**src/common/utc_pkg.sv**
```systemverilog
// package for the uhf transmitter control block: states, constants, pin carriers
// assumes a single core clock that also stands for the crystal reference
package utc_pkg;

	// pll divider ratios chosen by band select and crystal
	localparam logic [6:0] UTC_RATIO_315 = 7'h20;
	localparam logic [6:0] UTC_RATIO_434 = 7'h34;
	localparam logic [6:0] UTC_RATIO_868 = 7'h40;

	// reference divided by this to form the data clock
	localparam int UTC_DCLK_DIV = 64;
	localparam int UTC_DCLK_HALF = UTC_DCLK_DIV / 2;
	localparam int UTC_DCLK_W = $clog2(UTC_DCLK_DIV);

	// lock-in time in ns, cycles derived at 10 ns per cycle (least time: round up)
	localparam int UTC_CLK_PERIOD_NS = 10;
	localparam int UTC_LOCK_IN_NS = 1000;
	localparam int UTC_LOCK_IN_CYC = (UTC_LOCK_IN_NS + UTC_CLK_PERIOD_NS - 1) / UTC_CLK_PERIOD_NS;

	// main state machine
	typedef enum logic [2:0] {
		UTC_STANDBY,
		UTC_ACQUIRE,
		UTC_WAIT_DATA,
		UTC_TRANSMIT,
		UTC_OUT_OF_LOCK,
		UTC_SHUTDOWN
	} utc_state_e;

	// microcontroller control pins
	typedef struct packed {
		logic enable;
		logic data;
		logic band_high;
		logic mode_fsk;
	} utc_ctrl_s;

	// analog status indications
	typedef struct packed {
		logic in_lock_range;
		logic out_of_lock;
		logic supply_low;
	} utc_stat_s;

	function automatic logic [6:0] utc_ratio(input logic band_high, input logic xtal_high);
		if (!band_high)
			return UTC_RATIO_868;
		return xtal_high ? UTC_RATIO_434 : UTC_RATIO_315;
	endfunction

endpackage

```
**src/logic/utc_top.sv**
```systemverilog
// digital control of a pll tuned uhf transmitter
// assumes pins and analog status arrive asynchronously; core_clk is the crystal reference
//
// Notes on behaviour
// RULE_01 - band select picks pll divider ratio
// RULE_02 - phase detector out of limits kills rf
// RULE_03 - mode low: ook, data gates rf
// RULE_04 - mode high: fsk, data drives crystal switch
// RULE_05 - data 0 high carrier, 1 low
// RULE_06 - host sets band, mode before enable
// RULE_07 - data clock is reference divided by 64
// RULE_08 - standby keeps pll, rf, clock off
// RULE_09 - acquiring: rf off, data clock running
// RULE_10 - in range: wait, locked after lock-in time
// RULE_11 - data rising edge starts transmission
// RULE_12 - out of lock: rf off, clock runs
// RULE_13 - low supply latches off until enable low
// RULE_14 - data clock start and stop may be uneven
// RULE_15 - enable high leaves standby, low returns
// RULE_16 - analog indications are synchronised status inputs
`timescale 1ns/100ps

module utc_top
	import utc_pkg::*;
#(
	parameter logic xtal_high = 1'b1,
	parameter int lock_in_cyc = UTC_LOCK_IN_CYC
) (
	input wire logic core_clk,
	input wire logic resetn,
	input wire utc_ctrl_s ctrl_pins,
	input wire utc_stat_s analog_stat,
	output logic reference_data_clock_out,
	output logic rf_output_pin,
	output logic crystal_pull_switch,
	output logic pll_enable,
	output logic [6:0] pll_divider_ratio,
	output logic locked,
	output utc_state_e state_out
);

	localparam int LW = $clog2(lock_in_cyc + 1);

	typedef struct packed {
		utc_ctrl_s ctrl_s1;
		utc_ctrl_s ctrl_s2;
		utc_stat_s stat_s1;
		utc_stat_s stat_s2;
		logic data_prev;
		utc_state_e state;
		logic [UTC_DCLK_W-1:0] div_cnt;
		logic [LW-1:0] lock_cnt;
		logic dclk;
		logic rf;
		logic pull;
		logic pll_en;
		logic [6:0] ratio;
		logic locked;
	} utc_regs_s;

	utc_regs_s st_r;
	utc_regs_s st_nxt;

	// next-state logic for the whole block
	always_comb begin
		utc_ctrl_s c;
		utc_stat_s s;
		logic rise;
		logic clk_on;
		st_nxt = st_r;
		rise = 1'b0;
		clk_on = 1'b0;
		c = st_r.ctrl_s2;
		s = st_r.stat_s2;
		// two-stage synchronisers; only the second stage is read below
		st_nxt.ctrl_s1 = ctrl_pins;
		st_nxt.ctrl_s2 = st_r.ctrl_s1;
		st_nxt.stat_s1 = analog_stat; // RULE_16
		st_nxt.stat_s2 = st_r.stat_s1; // RULE_16
		st_nxt.data_prev = c.data;
		rise = c.data && !st_r.data_prev;

		// main state machine
		unique case (st_r.state)
			UTC_STANDBY: begin
				if (c.enable)
					st_nxt.state = UTC_ACQUIRE; // RULE_15
			end
			UTC_ACQUIRE: begin
				if (s.in_lock_range && !s.out_of_lock)
					st_nxt.state = UTC_WAIT_DATA; // RULE_10
			end
			UTC_WAIT_DATA: begin
				if (rise)
					st_nxt.state = UTC_TRANSMIT; // RULE_11
			end
			UTC_TRANSMIT: begin
			end
			UTC_OUT_OF_LOCK: begin
				// recover once the loop is back in range
				if (!s.out_of_lock && s.in_lock_range)
					st_nxt.state = UTC_WAIT_DATA;
			end
			UTC_SHUTDOWN: begin
			end
		endcase
		// loss of lock from any running state
		if (s.out_of_lock && (st_r.state == UTC_ACQUIRE || st_r.state == UTC_WAIT_DATA ||
				st_r.state == UTC_TRANSMIT))
			st_nxt.state = UTC_OUT_OF_LOCK; // RULE_02 RULE_12
		// low supply overrides every state but standby and latches; enable low below still wins
		if (s.supply_low && st_r.state != UTC_STANDBY)
			st_nxt.state = UTC_SHUTDOWN; // RULE_13
		// enable low exits every state and is the only exit from shutdown
		if (!c.enable)
			st_nxt.state = UTC_STANDBY; // RULE_13 RULE_15

		// lock-in timer runs while in range, cleared elsewhere
		if (st_nxt.state == UTC_WAIT_DATA || st_nxt.state == UTC_TRANSMIT) begin
			if (st_r.lock_cnt != LW'(lock_in_cyc))
				st_nxt.lock_cnt = st_r.lock_cnt + 1'b1;
		end else begin
			st_nxt.lock_cnt = '0;
		end
		st_nxt.locked = (st_nxt.lock_cnt == LW'(lock_in_cyc)); // RULE_10

		// pll and data clock run in every state but standby and shutdown
		clk_on = (st_nxt.state != UTC_STANDBY) && (st_nxt.state != UTC_SHUTDOWN); // RULE_08 RULE_09
		st_nxt.pll_en = clk_on; // RULE_08
		st_nxt.ratio = utc_ratio(c.band_high, xtal_high); // RULE_01

		// divide by 64; the count is already 1 in the first running cycle, so the first phase is 31 cycles
		if (clk_on) begin
			st_nxt.div_cnt = st_r.div_cnt + 1'b1; // RULE_07
			if (st_r.div_cnt == UTC_DCLK_W'(UTC_DCLK_HALF - 1) ||
					st_r.div_cnt == UTC_DCLK_W'(UTC_DCLK_DIV - 1))
				st_nxt.dclk = !st_r.dclk; // RULE_07
		end else begin
			// stops at once, the last period is cut short
			st_nxt.div_cnt = '0; // RULE_14
			st_nxt.dclk = 1'b0; // RULE_14
		end

		// modulation; band and mode are assumed steady while enabled
		st_nxt.rf = 1'b0; // RULE_02 RULE_09 RULE_12
		st_nxt.pull = 1'b0;
		if (st_nxt.state == UTC_TRANSMIT) begin
			if (c.mode_fsk) begin
				st_nxt.rf = 1'b1; // RULE_04
				st_nxt.pull = c.data; // RULE_04 RULE_05
			end else begin
				st_nxt.rf = c.data; // RULE_03
			end
		end
	end

	// single state register
	always_ff @(posedge core_clk or negedge resetn) begin
		if (!resetn) begin
			st_r <= '0;
			st_r.state <= UTC_STANDBY;
		end else begin
			st_r <= st_nxt;
		end
	end

	assign reference_data_clock_out = st_r.dclk;
	assign rf_output_pin = st_r.rf;
	assign crystal_pull_switch = st_r.pull;
	assign pll_enable = st_r.pll_en;
	assign pll_divider_ratio = st_r.ratio;
	assign locked = st_r.locked;
	assign state_out = st_r.state;

endmodule // utc_top

```
**config.mk**
```make
export PLATFORM = sky130hd
export DESIGN_NAME = utc_top
export DESIGN_NICKNAME = d
export VERILOG_FILES = /design/src/common/utc_pkg.sv /design/src/logic/utc_top.sv
export SDC_FILE = /design/constraint.sdc
export NUM_CORES = 1
export LEC_CHECK = 0
export ABC_AREA = 1
export BUFFER_PORTS_ARGS = -buffer_cell sky130_fd_sc_hd__buf_4
export CORE_MARGIN = 2
export CORE_UTILIZATION = 55
export DETAILED_ROUTE_END_ITERATION = 7
export PLACE_DENSITY = 0.78
export SYNTH_ARGS = -nofsm -noshare
export SYNTH_HDL_FRONTEND = slang
export SYNTH_SLANG_ARGS = --single-unit
```
**constraint.sdc**
```tcl
create_clock -name core_clk -period 1.6 [get_ports core_clk]
set_input_delay 0.16 -clock core_clk [delete_from_list [all_inputs] [get_ports core_clk]]
set_output_delay 0.16 -clock core_clk [all_outputs]
set_load 0.005 [all_outputs]
```
==> impl_metrics.env, run 1 <==
export IMPL_startpoint_type="flop"
export IMPL_ios=24
export IMPL_r2r_start="st_r[13]"
export IMPL_worstReg2RegEnd="locked"
export IMPL_drive_above_1_share=0.289
export IMPL_fin_nets=201
export IMPL_wl_um=2850
export IMPL_antenna_found_initial=0
export IMPL_die_h_um=57.5
export IMPL_dp_cells=204
export IMPL_area_growth_pct=20.0
export IMPL_whs_ns=0.315
export IMPL_drc=0
export IMPL_powerDensity_nw_per_um2=1020
export IMPL_rows=19
export IMPL_clock_latency_ns=0.33
export IMPL_grt_setup_unrepaired="true"
export IMPL_path_cells="inv_1 > ha_1 > nand2_2 > nor3_4 > nand2_2 > nand2_1 > o21ai_1 > o21ai_1 > nand2_1 > nor2_1"
export IMPL_ctsLongestPathBuffers=2
export IMPL_synth_cells=161
export IMPL_chipWidth_um=57.5
export IMPL_clock_skew_ns=0.00393
export IMPL_critPathMaxFanout=6
export IMPL_dieArea_um2=3310
export IMPL_finalSetupViolations=0
export IMPL_vias_per_cell=4.95
export IMPL_final_common_cell="dfrtp_1"
export IMPL_core_um2=2730
export IMPL_cts_buffers=5
export IMPL_cpMaxStageDelayCell="dfrtp_1"
export IMPL_path_class="flop to flop"
export IMPL_avgRoutedWirePerCell_um=12.9
export IMPL_path_clk_slew_ns=0.11
export IMPL_diodes=0
export IMPL_ant_nets=0
export IMPL_ys_ff_latch=37
export IMPL_final_cells=221
export IMPL_seq_area_frac_synth=0.588
export IMPL_htreeDepth=2
export IMPL_ys_warn_count=0
export IMPL_grt_max_degree=38
export IMPL_maxCapViolCount=0
export IMPL_slowest_delay_ns=0.43
export IMPL_irDropWorstVdd_mv=1.02
export IMPL_hp_class="input pin to asynchronous set/reset pin"
export IMPL_cts_tree="built"
export IMPL_start_util=0.576
export IMPL_critical_path_top_delay_family="simple AND/OR/NAND/NOR gates"
export IMPL_cts_root_buf="clkbuf_4"
export IMPL_slew_violations=0
export IMPL_hpwl_um=1990
export IMPL_drt_iter0_drc=42
export IMPL_portBuffers=20
export IMPL_syn_area_um2=1570
export IMPL_timing_final_crit_period_ns=1.54
export IMPL_reg2reg_depth=10
export IMPL_r2r_setup_slack_ns=0.06
export IMPL_grt_first_pass_wirelength_um=4750
export IMPL_grt_pass1_vias=1117
export IMPL_endpoint_kind="flop"
export IMPL_fmax_mhz=647
export IMPL_finalHoldViolations=0
export IMPL_path_buf_inv=1
export IMPL_status="complete, no violations"
export IMPL_vias=1094
export IMPL_cts_sinks=37
export IMPL_place_gp_congestion=0.816
export IMPL_postSynthAreaPerCell_um2=9.78
export IMPL_ys_types=21
export IMPL_fin_crit_sh=0.966
export IMPL_grt_usage=0.198
export IMPL_final_cell_mix="dfrtp_1, inv_1, nand2_1, buf_4, nor2_1"
export IMPL_critPathRequiredTime_ns=1.87
export IMPL_worstPathArrival_ns=1.81
export IMPL_tns_ns=0
export IMPL_leakagePower_nw=0.918
export IMPL_design_area_um2=1890
export IMPL_grt_overflow=0
export IMPL_postPlaceCellArea_um2=1700
export IMPL_firstDrtPassIters=4
[cell families after synthesis]
family	after synthesis	share of synthesized area
xor gates and xnor gates	7	0.0390
other	1	0.00238
and+or+nand+nor	69	0.204
AOI/OAI and AO/OA	8	0.0326
buffers and inverters	36	0.110
adders and majority gates	3	0.0238
DFF	37	0.588
[final cells by class]
| type | instances | area, um2 |
|---|---|---|
| sequential | 37 | 928 |
| fill | 205 | 846 |
| multi-input combinational | 90 | 520 |
| timing repair buffer | 29 | 238 |
| inverter | 26 | 97.6 |
| clock buffer | 6 | 51.3 |
| tap | 31 | 38.8 |
| clock inverter | 2 | 13.8 |
[registers in the layout, indices dropped and copies added, names as in the netlist]
register and flops:
pll_divider_ratio 2, st_r 19, rf_output_pin 1, pll_enable 1, st_nxt 8, locked 1, state_out 3, crystal_pull_switch 1
reference_data_clock_out 1
[layer usage]
layer / track usage / share of wire / vias up
met5: 0 / 0 / -
met4: 0.0664 / 0.012 / 0
met3: 0.0839 / 0.027 / 4
met2: 0.343 / 0.54 / 19
met1: 0.217 / 0.42 / 535
li1: - / - / 536
[worst max path at each step]
stage	start	end	slack, ns	cells past startpoint
6_report	st_r[13]	locked	0.06	10
5_1_grt	st_r[12]	locked	-0.08	10
4_1_cts	state_out[0]	st_r[21]	0.03	10
3_5_place_dp	st_r[12]	locked	0.008	9
3_3_place_gp	state_out[1]	reference_data_clock_out	0.12	10
2_1_floorplan	st_r[12]	locked	0.20	9
[timing repair]
action / 4_1_cts / 5_1_grt
pin swaps: 0 / 2
setup endpoints to repair: 1 / 13
resized for setup: 1 / 13
setup buffers: 0 / 1
hold endpoints to repair: 44 / 0
hold buffers: 8 / 0
[cell usage after synthesis]
library cell / number / area [um2]
nand2_2: 4 / 25.0
inv_2: 3 / 11.3
buf_4: 10 / 75.1
xnor2_1: 3 / 26.3
a21oi_2: 2 / 17.5
nand4_1: 4 / 25.0
o21ai_0: 3 / 15.0
nor3_2: 1 / 10.0
dfrtp_1: 37 / 926
nor2_4: 2 / 22.5
ha_1: 3 / 37.5
nand3_1: 9 / 45.0
nor2_1: 21 / 78.8
o21ai_1: 1 / 5.00
nor2_2: 4 / 25.0
nand2_1: 24 / 90.1
a21oi_1: 1 / 5.00
a31o_2: 1 / 8.76
inv_1: 23 / 86.3
xor2_1: 4 / 35.0
conb_1: 1 / 3.75
[report_power, final]
part           switching [mW]  total, mW  internal [mW]
clock network           0.298      0.512          0.214
registers              0.0467       1.05           1.00
logic                   0.211      0.359          0.148
[per-stage QoR]
stage	power, mW	setup WS [ns]	utilization
after floorplan	1.27	0.203	-
after global placement	1.35	0.120	0.620
after detailed placement	1.37	0.00831	0.620
after CTS	1.90	0.0290	0.673
after global routing	2.05	-0.0848	0.691
final	1.92	0.0551	0.691
Power figures use the tool's default switching activity.
==> run 2: changes to the inputs <==
--- a/config.mk
+++ b/config.mk
@@ -7,10 +7,12 @@
 export LEC_CHECK = 0
 export ABC_AREA = 1
 export BUFFER_PORTS_ARGS = -buffer_cell sky130_fd_sc_hd__buf_4
+export CELL_PAD_IN_SITES_DETAIL_PLACEMENT = 0
+export CELL_PAD_IN_SITES_GLOBAL_PLACEMENT = 1
 export CORE_MARGIN = 2
-export CORE_UTILIZATION = 55
+export CORE_UTILIZATION = 42
 export DETAILED_ROUTE_END_ITERATION = 7
-export PLACE_DENSITY = 0.78
+export PLACE_DENSITY_LB_ADDON = 0.1
 export SYNTH_ARGS = -nofsm -noshare
 export SYNTH_HDL_FRONTEND = slang
 export SYNTH_SLANG_ARGS = --single-unit
==> impl_metrics.env, run 2 (synthesis gave the netlist of run 1 again) <==
export IMPL_status="complete, no violations"
export IMPL_ios=24
export IMPL_design_area_um2=2040
export IMPL_place_gp_congestion=0.832
export IMPL_final_cell_mix="dfrtp_1, buf_4, nand2_1"
export IMPL_startpoint_type="flop"
export IMPL_drc=0
export IMPL_fin_crit_sh=0.947
export IMPL_cpMostUsedCell="nand2_1"
export IMPL_firstDrtPassIters=4
export IMPL_htreeDepth=2
export IMPL_post_route_util=0.560
export IMPL_clock_latency_ns=0.29
export IMPL_antenna_found_initial=0
export IMPL_vias=1101
export IMPL_ctsLongestPathBuffers=2
export IMPL_portBuffers=20
export IMPL_maxCapViolCount=0
export IMPL_slew_violations=0
export IMPL_area_growth_pct=29.3
export IMPL_chipWidth_um=65.2
export IMPL_critPathRequiredTime_ns=1.79
export IMPL_grt_usage=0.142
export IMPL_grt_max_degree=38
export IMPL_postPlaceCellArea_um2=1740
export IMPL_cpMaxStageDelayCell="dfrtp_1"
export IMPL_wl_um=2690
export IMPL_timing_final_crit_period_ns=1.52
export IMPL_rows=22
export IMPL_hp_class="input pin to asynchronous set/reset pin"
export IMPL_worstPathArrival_ns=1.70
export IMPL_cts_sinks=37
export IMPL_ant_nets=0
export IMPL_hpwl_um=1800
export IMPL_dieArea_um2=4250
export IMPL_final_common_cell="dfrtp_1"
export IMPL_path_buf_inv=2
export IMPL_grt_pass1_vias=1065
export IMPL_finalSetupViolations=0
export IMPL_path_cells="inv_2 > ha_4 > nand2_2 > nor3_4 > nand2_2 > nand2_1 > nand2_1 > inv_1 > o21ai_1 > nand2_1 > nor2_1"
export IMPL_largest_reg_flops=19
export IMPL_drive_above_1_share=0.352
export IMPL_r2r_setup_slack_ns=0.08
export IMPL_grt_overflow=0
export IMPL_fmax_mhz=660
export IMPL_critPathMaxFanout=6
export IMPL_clock_skew_ns=0.00833
export IMPL_critical_path_top_delay_family="simple AND/OR/NAND/NOR gates"
export IMPL_avgRoutedWirePerCell_um=10.9
export IMPL_cts_buffers=5
export IMPL_finalHoldViolations=0
export IMPL_grt_first_pass_wirelength_um=4550
export IMPL_diodes=0
export IMPL_die_h_um=65.2
export IMPL_path_clk_slew_ns=0.08
export IMPL_powerDensity_nw_per_um2=1020
export IMPL_vias_per_cell=4.46
export IMPL_path_class="flop to flop"
export IMPL_leakagePower_nw=0.981
export IMPL_drt_iter0_drc=63
export IMPL_start_util=0.433
export IMPL_cts_tree="built"
export IMPL_core_um2=3630
export IMPL_cts_root_buf="clkbuf_8"
export IMPL_irDropWorstVdd_mv=0.623
export IMPL_endpoint_kind="flop"
export IMPL_fin_nets=210
export IMPL_slowest_delay_ns=0.40
export IMPL_regMostFlops="st_r"
## run 2: cell types whose count changed in the layout (fill, tap and decap cells not counted), sizes merged
cell	previous run	this run
clkinvlp	0	1
clkbuf	6	5
buf	21	30
## run 2: metrics by stage
stage	instances	setup TNS [ns]	total power, mW	hold slack (ns)	setup slack, ns
after floorplan	163	0	1.27	-0.136	0.203
after global placement	224	0	1.36	0.140	0.0827
after detailed placement	224	0	1.37	0.146	0.0576
after CTS	240	0	2.01	0.357	0.0485
after global routing	247	-0.0668	2.22	0.366	-0.0324
final	247	0	2.08	0.356	0.0841
## run 2: per-layer routing
layer  routed length [um]  global-route usage  vias to the layer above
met1                 1120               0.163                      517
met4                   47              0.0547                        0
met2                 1390               0.244                       29
met5                    0                   0                        -
met3                  135              0.0514                        5
li1                     -                   -                      550
## run 2: final timing paths
path                            cells past startpoint           end        from
worst max-delay path                               11        locked    st_r[12]
worst min-delay path                                2      st_r[17]      resetn
worst max register to register                     11        locked    st_r[12]
worst min register to register                      0      st_r[30]  st_nxt[30]
max in group asynchronous                           2  state_out[0]      resetn
min in group core_clk                               0      st_r[30]  st_nxt[30]
## run 2: area by class of cell
| cell class | instances | area [um2] |
|---|---|---|
| inverter | 26 | 97.6 |
| clock buffer | 5 | 68.8 |
| timing repair buffer | 38 | 305 |
| multi-input combinational | 90 | 559 |
| tap | 48 | 60.1 |
| sequential | 37 | 927 |
| fill | 343 | 1600 |
| clock inverter | 3 | 17.5 |
## run 2: worst register-to-register path, delay by kind of cell (launching register included)
kind                       cells  cell delay, ns
AOI/OAI and AO/OA              1            0.06
adders and majority gates      1            0.13
buffers and inverters          2            0.14
DFF                            1            0.40
and+or+nand+nor                7            0.67
## run 2: timing repair
action | in CTS | in global routing
hold endpoints to repair | 44 | 0
hold buffers | 8 | 0
resized for setup | 0 | 23
setup buffers | 0 | 7
endpoints found under the setup margin | 0 | 15
## run 2: power by group
| group | total (mW) | internal (mW) | switching [mW] |
|---|---|---|---|
| Combinational | 0.402 | 0.182 | 0.220 |
| Clock | 0.626 | 0.300 | 0.325 |
| Sequential | 1.05 | 1.00 | 0.0466 |
| Total | 2.08 | 1.48 | 0.592 |
==> run 3: changes to the inputs <==
--- a/config.mk
+++ b/config.mk
@@ -5,14 +5,13 @@
 export SDC_FILE = /design/constraint.sdc
 export NUM_CORES = 1
 export LEC_CHECK = 0
-export ABC_AREA = 1
 export BUFFER_PORTS_ARGS = -buffer_cell sky130_fd_sc_hd__buf_4
 export CELL_PAD_IN_SITES_DETAIL_PLACEMENT = 0
 export CELL_PAD_IN_SITES_GLOBAL_PLACEMENT = 1
 export CORE_MARGIN = 2
-export CORE_UTILIZATION = 42
+export CORE_UTILIZATION = 44
 export DETAILED_ROUTE_END_ITERATION = 7
-export PLACE_DENSITY_LB_ADDON = 0.1
+export PLACE_DENSITY_LB_ADDON = 0.12
 export SYNTH_ARGS = -nofsm -noshare
 export SYNTH_HDL_FRONTEND = slang
 export SYNTH_SLANG_ARGS = --single-unit
==> impl_metrics.env, run 3 <==
export IMPL_status="finished with violations"
export IMPL_failed_checks="setup timing"
export IMPL_cp_depth=6
export IMPL_firstDrtPassIters=2
export IMPL_clock_latency_ns=0.29
export IMPL_diodes=0
export IMPL_drive_above_1_share=0.386
export IMPL_irDropWorstVdd_mv=0.684
export IMPL_path_buf_inv=1
export IMPL_min_to="st_r[38]"
export IMPL_grt_first_pass_wirelength_um=5090
export IMPL_cpMaxStageDelayCell="or4bb_1"
export IMPL_ys_types=36
export IMPL_regMostFlops="st_r"
export IMPL_ctsLongestPathBuffers=2
export IMPL_rows=22
export IMPL_timing_final_crit_period_ns=1.64
export IMPL_antenna_found_initial=0
export IMPL_grt_usage=0.161
export IMPL_endpoint_kind="flop"
export IMPL_worstReg2RegEnd="locked"
export IMPL_place_gp_congestion=0.846
export IMPL_critPathMaxFanout=4
export IMPL_drt_iter0_drc=54
export IMPL_ant_nets=0
export IMPL_fin_nets=182
export IMPL_leakagePower_nw=0.927
export IMPL_cts_sinks=37
export IMPL_reg2reg_depth=6
export IMPL_r2r_start="st_r[12]"
export IMPL_postSynthAreaPerCell_um2=12.3
export IMPL_synth_top_cells_by_count="dfrtp_1, nor2_1, buf_4"
export IMPL_ios=24
export IMPL_critPathRequiredTime_ns=1.81
export IMPL_drc=0
export IMPL_pwr_share_comb=0.159
export IMPL_p_sw_mw=0.574
export IMPL_path_class="flop to flop"
export IMPL_finalSetupViolations=6
export IMPL_area_growth_pct=31.1
export IMPL_relSlewSlack=0.649
export IMPL_grt_overflow=0
export IMPL_syn_area_um2=1620
export IMPL_slowest_delay_ns=0.48
export IMPL_dp_cells=200
export IMPL_seq_area_frac_synth=0.573
export IMPL_yosysMostFrequentCell="dfrtp_1"
export IMPL_yosys_area_top_type="dfrtp_1"
export IMPL_internal_power_mw=1.45
export IMPL_grt_pass1_vias=1105
export IMPL_final_cells=219
export IMPL_synth_cells=131
export IMPL_clock_skew_ns=0.00479
export IMPL_vias=1075
export IMPL_chipWidth_um=64.6
export IMPL_synth_ff_type="dfrtp_1"
export IMPL_cts_tree="built"
export IMPL_r2r_setup_slack_ns=-0.04
export IMPL_dieArea_um2=4170
export IMPL_ys_ff_latch=37
export IMPL_avgRoutedWirePerCell_um=13.7
export IMPL_path_cells="inv_2 > ha_4 > or4bb_1 > a31oi_1 > mux2i_1 > nor3_1"
export IMPL_grt_setup_unrepaired="true"
export IMPL_grt_max_degree=38
export IMPL_hold_path_cell_count=0
export IMPL_p_sw_frac=0.284
export IMPL_synth_area_leaders="dfrtp_1, xor2_1, buf_4"
export IMPL_startpoint_type="flop"
export IMPL_finalHoldViolations=0
export IMPL_synth_edf_count=0
export IMPL_postPlaceCellArea_um2=1840
export IMPL_pwr_share_seq=0.508
export IMPL_tns_ns=-0.134
export IMPL_cts_root_buf="clkbuf_8"
export IMPL_critical_path_top_delay_family="simple AND/OR/NAND/NOR gates"
export IMPL_start_util=0.448
export IMPL_path_clk_slew_ns=0.08
export IMPL_largest_reg_flops=19
export IMPL_post_route_util=0.587
export IMPL_ys_warn_count=0
export IMPL_final_common_cell="dfrtp_1"
export IMPL_hpwl_um=1970
export IMPL_maxCapViolCount=0
export IMPL_powerDensity_nw_per_um2=953
export IMPL_slew_violations=0
export IMPL_core_um2=3610
export IMPL_vias_per_cell=4.91
export IMPL_fmax_mhz=611
export IMPL_yosys_area_top_type_share=0.573
export IMPL_pwr_share_clk=0.332
export IMPL_portBuffers=20
export IMPL_design_area_um2=2120
export IMPL_worst_slack_ns=-0.0367
export IMPL_cts_buffers=5
export IMPL_worstMarginPinSlew_ns=0.526
export IMPL_p_total_mw=2.02
export IMPL_final_cell_mix="dfrtp_1, buf_4, nor2_1"
export IMPL_die_h_um=64.6
export IMPL_wl_um=3010
export IMPL_worstPathArrival_ns=1.84
export IMPL_hp_class="flop to flop"
export IMPL_htreeDepth=2
export IMPL_hold_path_startpoint="st_nxt[38]"
export IMPL_synthArstFlopShare=1.00
export IMPL_fin_crit_sh=1.02
run 3: changes by cell type in the layout (fill, tap and decap cells not counted), sizes merged, moves of 2 or more:
cell,change
nand2,-25
inv,-17
nor2,-16
nand3,-6
a211oi,+5
xor2,+5
nor3,+4
and2,+3
a211o,+2
buf,+2
mux2i,+2
nand4b,+2
nor4,+2
o21ai,-2
run 3: through the flow:
step                hold slack (ns)  setup slack, ns
finish                        0.352          -0.0367
global route                  0.361           -0.134
CTS                           0.354          -0.0333
detailed placement            0.149          -0.0988
global placement              0.141          -0.0578
floorplan                    -0.136          -0.0174
run 3: worst max-delay path by stage:
stage / start / to / slack [ns]
2_1_floorplan: st_r[13] / locked / -0.02
3_3_place_gp: st_r[12] / locked / -0.06
3_5_place_dp: st_r[12] / locked / -0.1
4_1_cts: st_r[12] / locked / -0.03
5_1_grt: st_r[12] / locked / -0.13
6_report: st_r[12] / locked / -0.04
run 3: kinds of logic (layout without fill, tap and decap cells):
group	Yosys count	count (layout)	share of synthesized area
DFF	37	37	0.573
AOI/OAI and AO/OA	18	18	0.115
and+or+nand+nor	40	40	0.147
muxes	2	2	0.0124
buffers and inverters	19	57	0.0674
xor gates and xnor gates	11	11	0.0596
other	1	3	0.00232
adders and majority gates	3	3	0.0232
run 3: final cells by class:
class	instances	area (um2)
fill	300	1490
clock buffer	5	68.8
sequential	37	931
inverter	8	30.0
multi-input combinational	77	658
clock inverter	3	25.0
timing repair buffer	41	345
tap	48	60.1
run 3: power by group through the flow:
stage / combinational (mW) / sequential, mW / clock, mW
after floorplan: 0.189 / 1.03 / 0
after global placement: 0.270 / 1.04 / 0
after detailed placement: 0.277 / 1.04 / 0
after CTS: 0.296 / 1.02 / 0.692
after global routing: 0.352 / 1.03 / 0.726
final: 0.322 / 1.03 / 0.670
run 3: routing by layer:
metal | up-vias | track usage | part of all wire
met1 | 536 | 0.199 | 0.45
li1 | 515 | - | -
met2 | 18 | 0.266 | 0.50
met3 | 6 | 0.0434 | 0.030
met5 | - | 0 | 0
met4 | 0 | 0.0691 | 0.017
run 3: repair_timing:
item | 4_1_cts | 5_1_grt
buffers inserted | 1 | 2
endpoints found under the hold margin | 44 | 0
hold buffers | 8 | 0
pin swaps | 2 | 14
setup endpoints to repair | 9 | 11
resized for setup | 5 | 12
